$ cat config.mk
export PLATFORM = sky130hd
export DESIGN_NAME = eag_top
export DESIGN_NICKNAME = d
export VERILOG_FILES = /design/src/eag_pkg.sv /design/src/eag_add_if.sv /design/src/eag_adder.sv /design/src/eag_top.sv
export SDC_FILE = /design/constraint.sdc
export NUM_CORES = 1
export LEC_CHECK = 0
export BUFFER_PORTS_ARGS = -buffer_cell sky130_fd_sc_hd__buf_4
export CORE_ASPECT_RATIO = 1.1
export CORE_MARGIN = 4
export CORE_UTILIZATION = 29
export CTS_CLUSTER_DIAMETER = 80
export CTS_CLUSTER_SIZE = 12
export DETAILED_ROUTE_END_ITERATION = 7
export GPL_TIMING_DRIVEN = 1
export PLACE_DENSITY_LB_ADDON = 0.08
export RECOVER_POWER = 25
export SYNTH_ARGS = -nofsm -noshare
export SYNTH_HDL_FRONTEND = slang
export SYNTH_SLANG_ARGS = --single-unit
$ cat constraint.sdc
create_clock -name i_clk -period 5.51 [get_ports i_clk]
set_clock_uncertainty 0.15 [all_clocks]
set_input_delay 0.2755 -clock i_clk [delete_from_list [all_inputs] [get_ports i_clk]]
set_output_delay 0.2755 -clock i_clk [all_outputs]
set_load 0.02 [all_outputs]
$ cat src/eag_pkg.sv
// Package for the effective address generator: modes, widths and reset values.
// Assumes the decoder and register file use these encodings.
package eag_pkg;
    localparam int EAG_AW = 20;
    localparam int EAG_BW = 16;
    localparam int EAG_KW = 4;
    localparam logic [3:0] EAG_ZK_RESET = 4'h0;
    localparam logic [15:0] EAG_IZ_RESET = 16'h0000;
    localparam logic [19:0] EAG_VECTOR_TOP = 20'h001ff;
    localparam logic [15:0] EAG_ONE = 16'h0001;
    localparam logic [15:0] EAG_TWO = 16'h0002;
    typedef enum logic [3:0] {
        EAG_ACC_OFFSET,
        EAG_LONG_ABSOLUTE,
        EAG_FULL_ABSOLUTE,
        EAG_BYTE_LITERAL,
        EAG_WORD_LITERAL,
        EAG_SHORT_INDEXED,
        EAG_WORD_INDEXED,
        EAG_FAR_INDEXED,
        EAG_IMPLIED,
        EAG_POST_UPDATE,
        EAG_SHORT_BRANCH,
        EAG_LONG_BRANCH
    } eag_mode_t;
    typedef enum logic [1:0] {
        EAG_SEL_X,
        EAG_SEL_Y,
        EAG_SEL_Z
    } eag_sel_t;
    typedef enum logic [2:0] {
        EAG_LIT_NONE,
        EAG_LIT_ADD,
        EAG_LIT_MAC,
        EAG_LIT_MASK
    } eag_lit_t;
endpackage : eag_pkg

$ cat src/eag_add_if.sv
// Interface carrying one 20-bit adder request and its result.
// Assumes one combinational adder serves each instance.
`timescale 1ns/1ps
interface eag_add_if;
    logic [19:0] base;
    logic [19:0] offset;
    logic [19:0] sum;
    modport user (output base, output offset, input sum);
    modport adder (input base, input offset, output sum);
endinterface : eag_add_if

$ cat src/eag_adder.sv
// Twenty-bit wrapping adder for address arithmetic.
// Assumes operands are already extended to full width.
`timescale 1ns/1ps
module eag_adder
    import eag_pkg::*;
(
    eag_add_if.adder port
);
    assign port.sum = port.base + port.offset;
endmodule : eag_adder

$ cat src/eag_top.sv
// Effective address generator of the core.
// Assumes decoder and register file inputs are stable in the cycle of i_valid.
// Notes on behaviour
// - Every mode yields 16-bit byte address plus 4-bit upper part.
// - Bank crossing changes upper address bits, never stored bank fields.
// - Literal modes use the literal's own location as address.
// - Add-literal group sign-extends the byte literal to 16 bits.
// - Multiply-accumulate literal splits into two signed nibble offsets.
// - Push and pull multiple use the byte literal as register mask.
// - Long absolute: bank field above operand word.
// - Full absolute only for jump and call; 20-bit address operand.
// - Short indexed adds unsigned byte to index with its bank.
// - Word indexed adds signed word to index with its bank.
// - Far indexed adds signed 20-bit offset; jump and call only.
// - Implied mode: internal address, no operand fetch.
// - Accumulator offset sign-extends accumulator to 20 bits, adds index.
// - Taken branch adds signed offset to program bank and counter.
// - Moves use x bank and index, then add signed byte to index.
// - Low 512 bytes of bank 0 are vectors; z reset from vectors; here reset loads zk and iz with constant 0 instead.
// - Address bits 19 to 16 are bank, 15 to 0 byte address.
`timescale 1ns/1ps
module eag_top
    import eag_pkg::*;
(
    input wire logic i_clk,
    input wire logic i_resetn,
    input wire logic i_valid,
    input wire eag_mode_t i_mode,
    input wire eag_sel_t i_sel,
    input wire eag_lit_t i_lit_kind,
    input wire logic i_jump_op,
    input wire logic i_branch_taken,
    input wire logic [23:0] i_operand,
    input wire logic [15:0] i_operand_addr,
    input wire logic [15:0] i_pc,
    input wire logic [3:0] i_program_bank_field,
    input wire logic [3:0] i_extended_bank_field,
    input wire logic [15:0] i_index_reg_x,
    input wire logic [3:0] i_x_bank_field,
    input wire logic [15:0] i_index_reg_y,
    input wire logic [3:0] i_y_bank_field,
    input wire logic [15:0] i_offset_acc,
    input wire logic i_z_load,
    input wire logic [19:0] i_z_load_value,
    output logic o_ea_valid,
    output logic [19:0] o_ea,
    output logic o_fetch,
    output logic o_illegal,
    output logic o_vector_area,
    output logic [15:0] o_literal_ext,
    output logic [3:0] o_mac_x_offset,
    output logic [3:0] o_mac_y_offset,
    output logic [7:0] o_stack_mask,
    output logic o_x_update,
    output logic [15:0] o_index_reg_x_next,
    output logic [3:0] o_z_bank_field,
    output logic [15:0] o_index_reg_z
);
    typedef struct packed {
        logic ea_valid;
        logic [19:0] ea;
        logic fetch;
        logic illegal;
        logic vector_area;
        logic [15:0] literal_ext;
        logic [3:0] mac_x;
        logic [3:0] mac_y;
        logic [7:0] mask;
        logic x_update;
        logic [15:0] x_next;
        logic [3:0] zk;
        logic [15:0] iz;
    } eag_state_t;

    eag_state_t state_reg;
    eag_state_t state_next;
    logic [19:0] index_full;
    logic [19:0] pc_full;
    logic [19:0] add_offset;
    logic [19:0] add_base;
    logic [19:0] x_full;
    logic [19:0] x_step;

    eag_add_if ea_add ();
    eag_add_if mv_add ();

    eag_adder u_ea_adder (.port(ea_add));
    eag_adder u_move_adder (.port(mv_add));

    always_comb begin
        case (i_sel)
            EAG_SEL_X: index_full = {i_x_bank_field, i_index_reg_x};
            EAG_SEL_Y: index_full = {i_y_bank_field, i_index_reg_y};
            EAG_SEL_Z: index_full = {state_reg.zk, state_reg.iz};
            default: index_full = {i_x_bank_field, i_index_reg_x};
        endcase
    end

    assign pc_full = {i_program_bank_field, i_pc};
    assign x_full = {i_x_bank_field, i_index_reg_x};

    always_comb begin
        add_base = index_full;
        add_offset = '0;
        case (i_mode)
            EAG_ACC_OFFSET: add_offset = {{4{i_offset_acc[15]}}, i_offset_acc};
            EAG_SHORT_INDEXED: add_offset = {12'h000, i_operand[7:0]};
            EAG_WORD_INDEXED: add_offset = {{4{i_operand[15]}}, i_operand[15:0]};
            EAG_FAR_INDEXED: add_offset = i_operand[19:0];
            EAG_SHORT_BRANCH: begin
                add_base = pc_full;
                add_offset = {{12{i_operand[7]}}, i_operand[7:0]};
            end
            EAG_LONG_BRANCH: begin
                add_base = pc_full;
                add_offset = {{4{i_operand[15]}}, i_operand[15:0]};
            end
            default: add_offset = '0;
        endcase
    end

    assign ea_add.base = add_base;
    assign ea_add.offset = add_offset;
    assign mv_add.base = x_full;
    assign mv_add.offset = {{12{i_operand[7]}}, i_operand[7:0]};
    assign x_step = mv_add.sum;

    always_comb begin
        state_next = state_reg;
        state_next.ea_valid = 1'b0;
        state_next.x_update = 1'b0;
        if (i_z_load) begin
            state_next.zk = i_z_load_value[19:16];
            state_next.iz = i_z_load_value[15:0];
        end
        if (i_valid) begin
            state_next.ea_valid = 1'b1;
            state_next.fetch = 1'b1;
            state_next.illegal = 1'b0;
            state_next.ea = ea_add.sum;
            case (i_mode)
                EAG_ACC_OFFSET, EAG_SHORT_INDEXED, EAG_WORD_INDEXED: begin
                    state_next.ea = ea_add.sum;
                end
                EAG_FAR_INDEXED: begin
                    state_next.illegal = ~i_jump_op;
                end
                EAG_LONG_ABSOLUTE: begin
                    state_next.ea = {i_extended_bank_field, i_operand[15:0]};
                end
                EAG_FULL_ABSOLUTE: begin
                    state_next.ea = i_operand[19:0];
                    state_next.illegal = ~i_jump_op;
                end
                EAG_BYTE_LITERAL, EAG_WORD_LITERAL: begin
                    state_next.ea = {i_program_bank_field, i_operand_addr};
                    state_next.literal_ext = {{8{i_operand[7]}}, i_operand[7:0]};
                    state_next.mac_x = i_operand[7:4];
                    state_next.mac_y = i_operand[3:0];
                    state_next.mask = i_operand[7:0];
                    if (i_mode == EAG_WORD_LITERAL) begin
                        state_next.literal_ext = i_operand[15:0];
                    end
                end
                EAG_IMPLIED: begin
                    state_next.ea = pc_full;
                    state_next.fetch = 1'b0;
                end
                EAG_POST_UPDATE: begin
                    state_next.ea = x_full;
                    state_next.x_update = 1'b1;
                    state_next.x_next = x_step[15:0];
                end
                EAG_SHORT_BRANCH, EAG_LONG_BRANCH: begin
                    state_next.ea = i_branch_taken ? ea_add.sum : pc_full;
                    state_next.fetch = 1'b0;
                end
                default: state_next.illegal = 1'b1;
            endcase
            state_next.vector_area = (state_next.ea <= EAG_VECTOR_TOP);
        end
    end

    always_ff @(posedge i_clk) begin
        if (!i_resetn) begin
            state_reg <= '0;
            state_reg.zk <= EAG_ZK_RESET;
            state_reg.iz <= EAG_IZ_RESET;
        end else begin
            state_reg <= state_next;
        end
    end

    assign o_ea_valid = state_reg.ea_valid;
    assign o_ea = state_reg.ea;
    assign o_fetch = state_reg.fetch;
    assign o_illegal = state_reg.illegal;
    assign o_vector_area = state_reg.vector_area;
    assign o_literal_ext = state_reg.literal_ext;
    assign o_mac_x_offset = state_reg.mac_x;
    assign o_mac_y_offset = state_reg.mac_y;
    assign o_stack_mask = state_reg.mask;
    assign o_x_update = state_reg.x_update;
    assign o_index_reg_x_next = state_reg.x_next;
    assign o_z_bank_field = state_reg.zk;
    assign o_index_reg_z = state_reg.iz;

    property p_long_abs;
        @(posedge i_clk) disable iff (!i_resetn)
        i_valid && i_mode == EAG_LONG_ABSOLUTE
        |=> o_ea == {$past(i_extended_bank_field), $past(i_operand[15:0])};
    endproperty
    a_long_abs: assert property (p_long_abs) else $error("Long absolute address wrong.");

    property p_short_idx;
        @(posedge i_clk) disable iff (!i_resetn)
        i_valid && i_mode == EAG_SHORT_INDEXED && i_sel == EAG_SEL_X
        |=> o_ea == 20'({$past(i_x_bank_field), $past(i_index_reg_x)}
            + {12'h000, $past(i_operand[7:0])});
    endproperty
    a_short_idx: assert property (p_short_idx) else $error("Short indexed sum wrong.");

    property p_word_idx;
        @(posedge i_clk) disable iff (!i_resetn)
        i_valid && i_mode == EAG_WORD_INDEXED && i_sel == EAG_SEL_Y
        |=> o_ea == 20'({$past(i_y_bank_field), $past(i_index_reg_y)}
            + {{4{$past(i_operand[15])}}, $past(i_operand[15:0])});
    endproperty
    a_word_idx: assert property (p_word_idx) else $error("Word indexed sum wrong.");

    property p_full_abs_jump;
        @(posedge i_clk) disable iff (!i_resetn)
        i_valid && (i_mode == EAG_FULL_ABSOLUTE || i_mode == EAG_FAR_INDEXED)
        |=> o_illegal == !$past(i_jump_op);
    endproperty
    a_full_abs_jump: assert property (p_full_abs_jump) else $error("Jump-only check wrong.");

    property p_implied;
        @(posedge i_clk) disable iff (!i_resetn)
        i_valid && i_mode == EAG_IMPLIED |=> o_ea_valid && !o_fetch;
    endproperty
    a_implied: assert property (p_implied) else $error("Implied mode fetched.");

    property p_branch;
        @(posedge i_clk) disable iff (!i_resetn)
        i_valid && i_mode == EAG_SHORT_BRANCH && i_branch_taken
        |=> o_ea == 20'({$past(i_program_bank_field), $past(i_pc)}
            + {{12{$past(i_operand[7])}}, $past(i_operand[7:0])});
    endproperty
    a_branch: assert property (p_branch) else $error("Branch target wrong.");

    property p_move;
        @(posedge i_clk) disable iff (!i_resetn)
        i_valid && i_mode == EAG_POST_UPDATE
        |=> o_x_update && o_ea == {$past(i_x_bank_field), $past(i_index_reg_x)}
        ##1 o_x_update == ($past(i_valid) && $past(i_mode) == EAG_POST_UPDATE);
    endproperty
    a_move: assert property (p_move) else $error("Move address wrong.");

    property p_literal;
        @(posedge i_clk) disable iff (!i_resetn)
        i_valid && i_mode == EAG_BYTE_LITERAL
        |=> o_literal_ext == {{8{$past(i_operand[7])}}, $past(i_operand[7:0])}
            && o_stack_mask == $past(i_operand[7:0]);
    endproperty
    a_literal: assert property (p_literal) else $error("Literal split wrong.");

    property p_acc;
        @(posedge i_clk) disable iff (!i_resetn)
        i_valid && i_mode == EAG_ACC_OFFSET && i_sel == EAG_SEL_Z
        |=> o_ea == 20'({$past(o_z_bank_field), $past(o_index_reg_z)}
            + {{4{$past(i_offset_acc[15])}}, $past(i_offset_acc)});
    endproperty
    a_acc: assert property (p_acc) else $error("Accumulator offset wrong.");

    property p_reset_z;
        @(posedge i_clk) !i_resetn |=> o_z_bank_field == EAG_ZK_RESET && !o_ea_valid;
    endproperty
    a_reset_z: assert property (p_reset_z) else $error("Z reset value wrong.");

    property p_far_idx;
        @(posedge i_clk) disable iff (!i_resetn)
        i_valid && i_mode == EAG_FAR_INDEXED && i_sel == EAG_SEL_X
        |=> o_ea == 20'({$past(i_x_bank_field), $past(i_index_reg_x)}
            + $past(i_operand[19:0]));
    endproperty
    a_far_idx: assert property (p_far_idx) else $error("Far indexed sum wrong.");

    property p_full_abs;
        @(posedge i_clk) disable iff (!i_resetn)
        i_valid && i_mode == EAG_FULL_ABSOLUTE |=> o_ea == $past(i_operand[19:0]);
    endproperty
    a_full_abs: assert property (p_full_abs) else $error("Full absolute address wrong.");

    property p_lit_addr;
        @(posedge i_clk) disable iff (!i_resetn)
        i_valid && (i_mode == EAG_BYTE_LITERAL || i_mode == EAG_WORD_LITERAL)
        |=> o_fetch && o_ea == {$past(i_program_bank_field), $past(i_operand_addr)};
    endproperty
    a_lit_addr: assert property (p_lit_addr) else $error("Literal address wrong.");

    property p_mac_split;
        @(posedge i_clk) disable iff (!i_resetn)
        i_valid && i_mode == EAG_BYTE_LITERAL
        |=> o_mac_x_offset == $past(i_operand[7:4])
            && o_mac_y_offset == $past(i_operand[3:0]);
    endproperty
    a_mac_split: assert property (p_mac_split) else $error("Offset split wrong.");

    property p_long_branch;
        @(posedge i_clk) disable iff (!i_resetn)
        i_valid && i_mode == EAG_LONG_BRANCH && i_branch_taken
        |=> o_ea == 20'({$past(i_program_bank_field), $past(i_pc)}
            + {{4{$past(i_operand[15])}}, $past(i_operand[15:0])});
    endproperty
    a_long_branch: assert property (p_long_branch) else $error("Long branch wrong.");

    property p_not_taken;
        @(posedge i_clk) disable iff (!i_resetn)
        i_valid && (i_mode == EAG_SHORT_BRANCH || i_mode == EAG_LONG_BRANCH) && !i_branch_taken
        |=> !o_fetch && o_ea == {$past(i_program_bank_field), $past(i_pc)};
    endproperty
    a_not_taken: assert property (p_not_taken) else $error("Untaken branch wrong.");

    property p_move_next;
        @(posedge i_clk) disable iff (!i_resetn)
        i_valid && i_mode == EAG_POST_UPDATE
        |=> o_index_reg_x_next == 16'($past(i_index_reg_x)
            + {{8{$past(i_operand[7])}}, $past(i_operand[7:0])});
    endproperty
    a_move_next: assert property (p_move_next) else $error("Move index update wrong.");

    property p_vector;
        @(posedge i_clk) disable iff (!i_resetn)
        o_ea_valid |-> o_vector_area == (o_ea <= EAG_VECTOR_TOP);
    endproperty
    a_vector: assert property (p_vector) else $error("Vector area flag wrong.");

    property p_z_load;
        @(posedge i_clk) disable iff (!i_resetn)
        i_z_load |=> o_z_bank_field == $past(i_z_load_value[19:16])
            && o_index_reg_z == $past(i_z_load_value[15:0]);
    endproperty
    a_z_load: assert property (p_z_load) else $error("Z load wrong.");

    property p_z_hold;
        @(posedge i_clk) disable iff (!i_resetn)
        !i_z_load |=> $stable(o_z_bank_field) && $stable(o_index_reg_z);
    endproperty
    a_z_hold: assert property (p_z_hold) else $error("Bank field changed by address.");

    property p_answer;
        @(posedge i_clk) disable iff (!i_resetn)
        1'b1 |=> o_ea_valid == $past(i_valid);
    endproperty
    a_answer: assert property (p_answer) else $error("Answer pulse wrong.");

    c_illegal: cover property (@(posedge i_clk) o_ea_valid && o_illegal);
    c_branch: cover property (@(posedge i_clk) i_valid && i_mode == EAG_LONG_BRANCH);
    c_move: cover property (@(posedge i_clk) i_valid && i_mode == EAG_POST_UPDATE);
    c_cross: cover property (@(posedge i_clk) o_ea_valid && o_ea[19:16] != $past(i_x_bank_field));
endmodule : eag_top

# Word level (Yosys, flattened, before mapping)
# Cells that the tools add are included.
[totals]
reg_bits = 93
in_bits = 155
out_inout_bits = 93
word_cells = 52
[classes]
n_addsub = 2
order_cmp = 1
eq_ne = 13
muxes = 12
bitwise = 1
reduce_logical = 10
[ops]
columns = ["cell", "n"]
rows = [
  ["case mux 20 bit (6 select lines)", 1],
  ["case mux 20 bit (5 select lines)", 1],
  ["2-to-1 mux 73 bit", 1],
  ["2-to-1 mux 20 bit", 3],
  ["case mux 20 bit (2 select lines)", 1],
  ["2-to-1 mux 32 bit", 1],
  ["adder 20 bit", 1],
  ["less-or-equal comparator 20 x 9 -> 1 bit (second input constant)", 1],
  ["2-to-1 mux 17 bit", 1],
  ["adder 16 bit", 1],
  ["== test 4 x 3 -> 1 bit (second input constant)", 4],
  ["== test 4 bit (second input constant)", 4],
  ["2-to-1 mux 16 bit", 1],
  ["OR reduction 10 bit", 1],
  ["== test 4 x 2 -> 1 bit (second input constant)", 2],
  ["OR reduction 2 bit", 4],
  ["AND reduction 2 bit", 3],
  ["== test 4 x 1 -> 1 bit (second input constant)", 1],
  ["zero test 4 bit", 1],
  ["OR reduction 3 bit", 1],
  ["== test 2 x 1 -> 1 bit (second input constant)", 1],
  ["== test 2 bit (second input constant)", 1],
  ["case mux 1 bit (2 select lines)", 1],
  ["2-to-1 mux 1 bit", 1],
  ["inverter 1 bit", 1],
]

# Logic depth before layout (Yosys ltp)
[logic_depth]
word_depth = 9
mapped_depth = 19
ltp_nobuf = 17

# Cells and area by module
# From an unflattened synthesis, not the netlist that was laid out.
[unflattened]
hier_cells = 912
hier_area_um2 = 7025.5
[modules_own_cells]
columns = ["mod", "n_inst", "cells_per_inst", "area_per_inst_um2", "seq_area_each_um2"]
rows = [
  ["eag_top", 1, 648, 5023.6, 1541.5],
  ["eag_adder", 2, 132, 1001.0, 0.0],
]

# Least setup slack after synthesis
# Ideal clock, no wire load.
[synth_path]
path_kind = "input port to flip-flop"
start = "in i_mode[3]"
end = "reg state_reg (netlist bit o_vector_area)"
setup_time_ps = 57
arrival_ps = 3887
required_time_ps = 5303
setup_slack_ps = 1416
cell_stages = 17
n_path_buf = 2
path_cell_list = "clkbuf_1 -> nor2b_1 -> clkbuf_1 -> o21ai_0 -> nand2_1 -> a22o_1 -> ha_1 -> fa_1 -> a21o_1 -> a311o_1 -> a41oi_2 -> o31ai_1 -> o41a_1 -> xor2_1 -> a221oi_2 -> and4_1 -> a21o_1"
[synth_between]
elab_chain_len = 8
word_cells_on_any_way = 22
cone_classes = "add/sub: 1; order compare: 1; eq/ne: 11; mux: 5; reduce/logical: 4"
[synth_lines]
columns = ["element", "line", "source"]
rows = [
  ["start, declared", "eag_top.sv:28", "input wire eag_mode_t i_mode,"],
  ["== test 4 bit / == test 4 x 3 -> 1 bit (equally long branches)", "eag_top.sv:105, eag_top.sv:141", ""],
  ["OR reduction 2 bit (no source line)", "--", ""],
  ["case mux 20 bit (5 select lines) / 2-to-1 mux 20 bit (equally long branches)", "eag_top.sv:105", "case (i_mode)"],
  ["adder 20 bit", "eag_adder.sv:9", "assign port.sum = port.base + port.offset;"],
  ["2-to-1 mux 20 bit", "eag_top.sv:175", "state_next.ea = i_branch_taken ? ea_add.sum : pc_full;"],
  ["case mux 20 bit (6 select lines) (*)", "eag_top.sv:141", "case (i_mode)"],
  ["2-to-1 mux 20 bit (*)", "eag_top.sv:136", "if (i_valid) begin"],
  ["less-or-equal comparator 20 x 9 -> 1 bit (*)", "eag_top.sv:180", "state_next.vector_area = (state_next.ea <= EAG_VECTOR_TOP);"],
  ["end signal, assigned", "eag_top.sv:190", "state_reg <= state_next;"],
  ["end, declared", "eag_top.sv:75", "eag_state_t state_reg;"],
]
# Mark *: on every way between the ends. The rest lies on a longest branch, timed or not. The select of a mux whose other input is x is not followed.
# A chain may end at the register's enable or synchronous reset.

# Worst setup path in the final report
[layout_path]
start = "in i_mode[2]"
end = "reg state_reg (netlist bit o_ea[19])"
[layout_between]
elab_chain_len = 7
word_cells_on_any_way = 21
cone_classes = "add/sub: 1; eq/ne: 11; mux: 5; reduce/logical: 4"
[layout_lines]
columns = ["element", "line"]
rows = [
  ["== test 4 bit / == test 4 x 3 -> 1 bit (equally long branches)", "eag_top.sv:105, eag_top.sv:141"],
  ["OR reduction 2 bit (no source line)", "--"],
  ["case mux 20 bit (5 select lines) / 2-to-1 mux 20 bit (equally long branches)", "eag_top.sv:105"],
  ["adder 20 bit", "eag_adder.sv:9"],
  ["2-to-1 mux 20 bit", "eag_top.sv:175"],
  ["case mux 20 bit (6 select lines) (*)", "eag_top.sv:141"],
  ["2-to-1 mux 20 bit (*)", "eag_top.sv:136"],
]
# Marks and branches as above.

==> out/metrics.cfg <==
[yosys]
synth_largest_area_cell=dfxtp_1
synth.area.top_cells=dfxtp_1, ha_1, nor2_1, nand2_1, a21oi_1
ys.flop_type=dfxtp_1
ys_ff_latch=77
synth_seq_area_share_pct=25.3
netlist-cell-type-count=68
synth_warnings=0
syn-instance-count=814
synth_top_area_share_pct=25.3
synthArstFlopShare_pct=0
avgSynthCellArea_sq_um=7.49
syn_nets=1007
synth.cell_area_sq_um=6090
synth_edf_count=0

[grt]
grt_usage_pct=21.8
grt_pass1_vias=6772
antenna_found_initial=0
grt_overflow=0
grt_max_degree=64
grt_pass1_wl_mm=39.8

[routing]
route.detailed.drc=0
vias_per_cell=5.49
antenna_left=0
vias=6965
routed_wl_mm=26.6
wl_per_cell_um=21.0
first_pass_iters=7
first_iter_violations=397

[setup_path]
crit_path_start_kind=primary input
cp_max_fo=26
required_ps=5500
crit_type=in -> reg
worstReg2RegStart=o_index_reg_z[0]
path_cells=buf_4 -> and3b_1 -> buf_4 -> o21ai_0 -> ha_1 -> a2111o_1 -> o21bai_1 -> a31oi_1 -> o211ai_1 -> o41ai_1 -> xnor2_1 -> and3_1 -> o22ai_1 -> a21oi_1
cp.arrival_ps=4300
crit_path_max_incr_delay_ps=630
end_kind=register
crit_top_cell=buf_4
startpoint=i_mode[2]
slowest_stage=and3b_1

[sta]
worst_pin_slew_ps=2170
max_freq_mhz=232
post-route-period-util_pct=78.2
setup_viol=0
period_minus_slack_ps=4310
setup-tns-final_ps=0
grt_setup_unrepaired=false
max_slew_margin_pct=-44.5
hold_violations=0
drv_slew=49

[clock_tree]
h-tree-depth=3
cts-root-buf=clkbuf_16
path_clk_slew_ps=60
clock_sinks=77
clk_path_buf_depth=2
cts_resized=0
clk_latency_ps=340
cts_setup_buffers=0
cts_tree=done
ctsHoldBuffers=0
numCtsBuffers=9

[worst_hold_path]
min_from=i_z_load_value[2]
hold_path.class=in -> reg

[placement]
dp_hpwl_mm=21.1
port_buffers=240
gp_congestion=0.915

[die]
die_x_um=146
start_util_pct=29.5
core_area_sq_um=20600
rows=55
io_pins=248
die_h_um=160
dieArea_sq_um=23400

[run]
cap_violations=1

[run_status]
violations=max-capacitance violations, max-slew violations
run_status=finished with violations

[finish]
final_core_util_pct=39.6
final_common_cell=buf_4
drive_gt1_share_pct=23.9
diodes=0
area_delta_synth_final_pct=34.3
fill_cells=2294
layout_common_cells=buf_4, nor2_1, nand2_1
num-nets-final=1202

[pwr]
p_leak_nw=3.55
power_density_nw_per_um2=239
power_mw=1.96
vdd_drop_max_mv=0.115

## where the power goes
part | internal, mW | leakage [nW] | switching [mW]
Combinational | 0.275 | 2.76 | 0.377
Sequential | 0.587 | 0.631 | 0.0182
Clock | 0.450 | 0.161 | 0.248
Total | 1.31 | 3.55 | 0.643
## flip-flops by register name (all words and copies together), names as in the netlist
register	flops
o_index_reg_z	16
o_z_bank_field	4
o_literal_ext	16
o_vector_area	1
o_x_update	1
o_ea_valid	1
o_ea	20
o_fetch	1
o_illegal	1
o_index_reg_x_next	16
## through the flow
stage,instances,hold slack (ps),setup slack [ps],cell area (sq um)
floorplan,814,260,1420,6090
global placement,1254,291,972,8000
detailed placement,1254,295,983,8000
CTS,1268,4.84,1330,8340
global route,1268,21.6,946,8180
finish,1268,16.8,1200,8180
## worst max-delay path, delay by kind of cell
family | cells | cell delay, ps
AOI/OAI and AO/OA | 8 | 2200
and+or+nand+nor | 2 | 830
buffers and inverters | 2 | 560
adders and majority gates | 1 | 250
xor gates and xnor gates | 1 | 170
## area by class of cell
type	count	area (sq um)	share of cell area (%)
timing repair buffer	256	1760	21.6
tap	256	320	3.91
multi-input combinational	650	4160	50.9
inverter	15	56.3	0.688
sequential	77	1540	18.8
clock inverter	4	97.6	1.19
clock buffer	10	239	2.92
## metal layers
| layer | part of all wire, % | GRT usage [%] |
|---|---|---|
| met1 | 43 | 28.4 |
| met4 | 2.5 | 6.59 |
| met5 | 0 | 0 |
| met3 | 6.1 | 3.94 |
| met2 | 48 | 36.7 |
## worst paths after layout
kind / cells after the start / slack (ps) / end
min: 3 / 20 / o_index_reg_z[2]
max: 14 / 1200 / o_ea[19]
min reg2reg: 2 / 300 / o_index_reg_x_next[8]
max reg2reg: 15 / 1400 / o_vector_area
## cell usage after synthesis, types with 3 or more instances
| master | n |
|---|---|
| a22o_1 | 8 |
| a222oi_1 | 3 |
| dfxtp_1 | 77 |
| buf_1 | 5 |
| nand3_1 | 11 |
| a21boi_0 | 3 |
| xnor2_1 | 22 |
| a31oi_1 | 3 |
| a22oi_1 | 34 |
| o211ai_1 | 4 |
| a221oi_1 | 9 |
| a311oi_1 | 10 |
| inv_1 | 14 |
| clkbuf_1 | 50 |
| nor2b_1 | 6 |
| a211oi_1 | 15 |
| o21a_1 | 6 |
| a41oi_1 | 4 |
| o21bai_1 | 4 |
| and3_1 | 4 |
| nand2_1 | 99 |
| nand4_1 | 5 |
| nand2b_1 | 5 |
| ha_1 | 36 |
| buf_4 | 16 |
| or3_1 | 3 |
| mux2i_1 | 25 |
| nor3_1 | 18 |
| a21oi_1 | 73 |
| o21ai_0 | 52 |
| xor2_1 | 7 |
| and4_1 | 4 |
| a221o_1 | 11 |
| a21o_1 | 15 |
| or2_2 | 4 |
| and3b_1 | 3 |
| o22ai_1 | 3 |
| nor2_1 | 100 |
| and2_1 | 5 |
## logic make-up after synthesis
kind of cell	count (synthesis)	synth area share, %
adder cells (fa/ha/maj)	38	8.05
buffers and inverters	87	6.37
flip-flops	77	25.3
XOR/XNOR	29	4.17
multiplexers	27	4.48
AO/OA/AOI/OAI	283	31.9
AND/OR/NAND/NOR	273	19.7
Power figures use the tool's default switching activity.
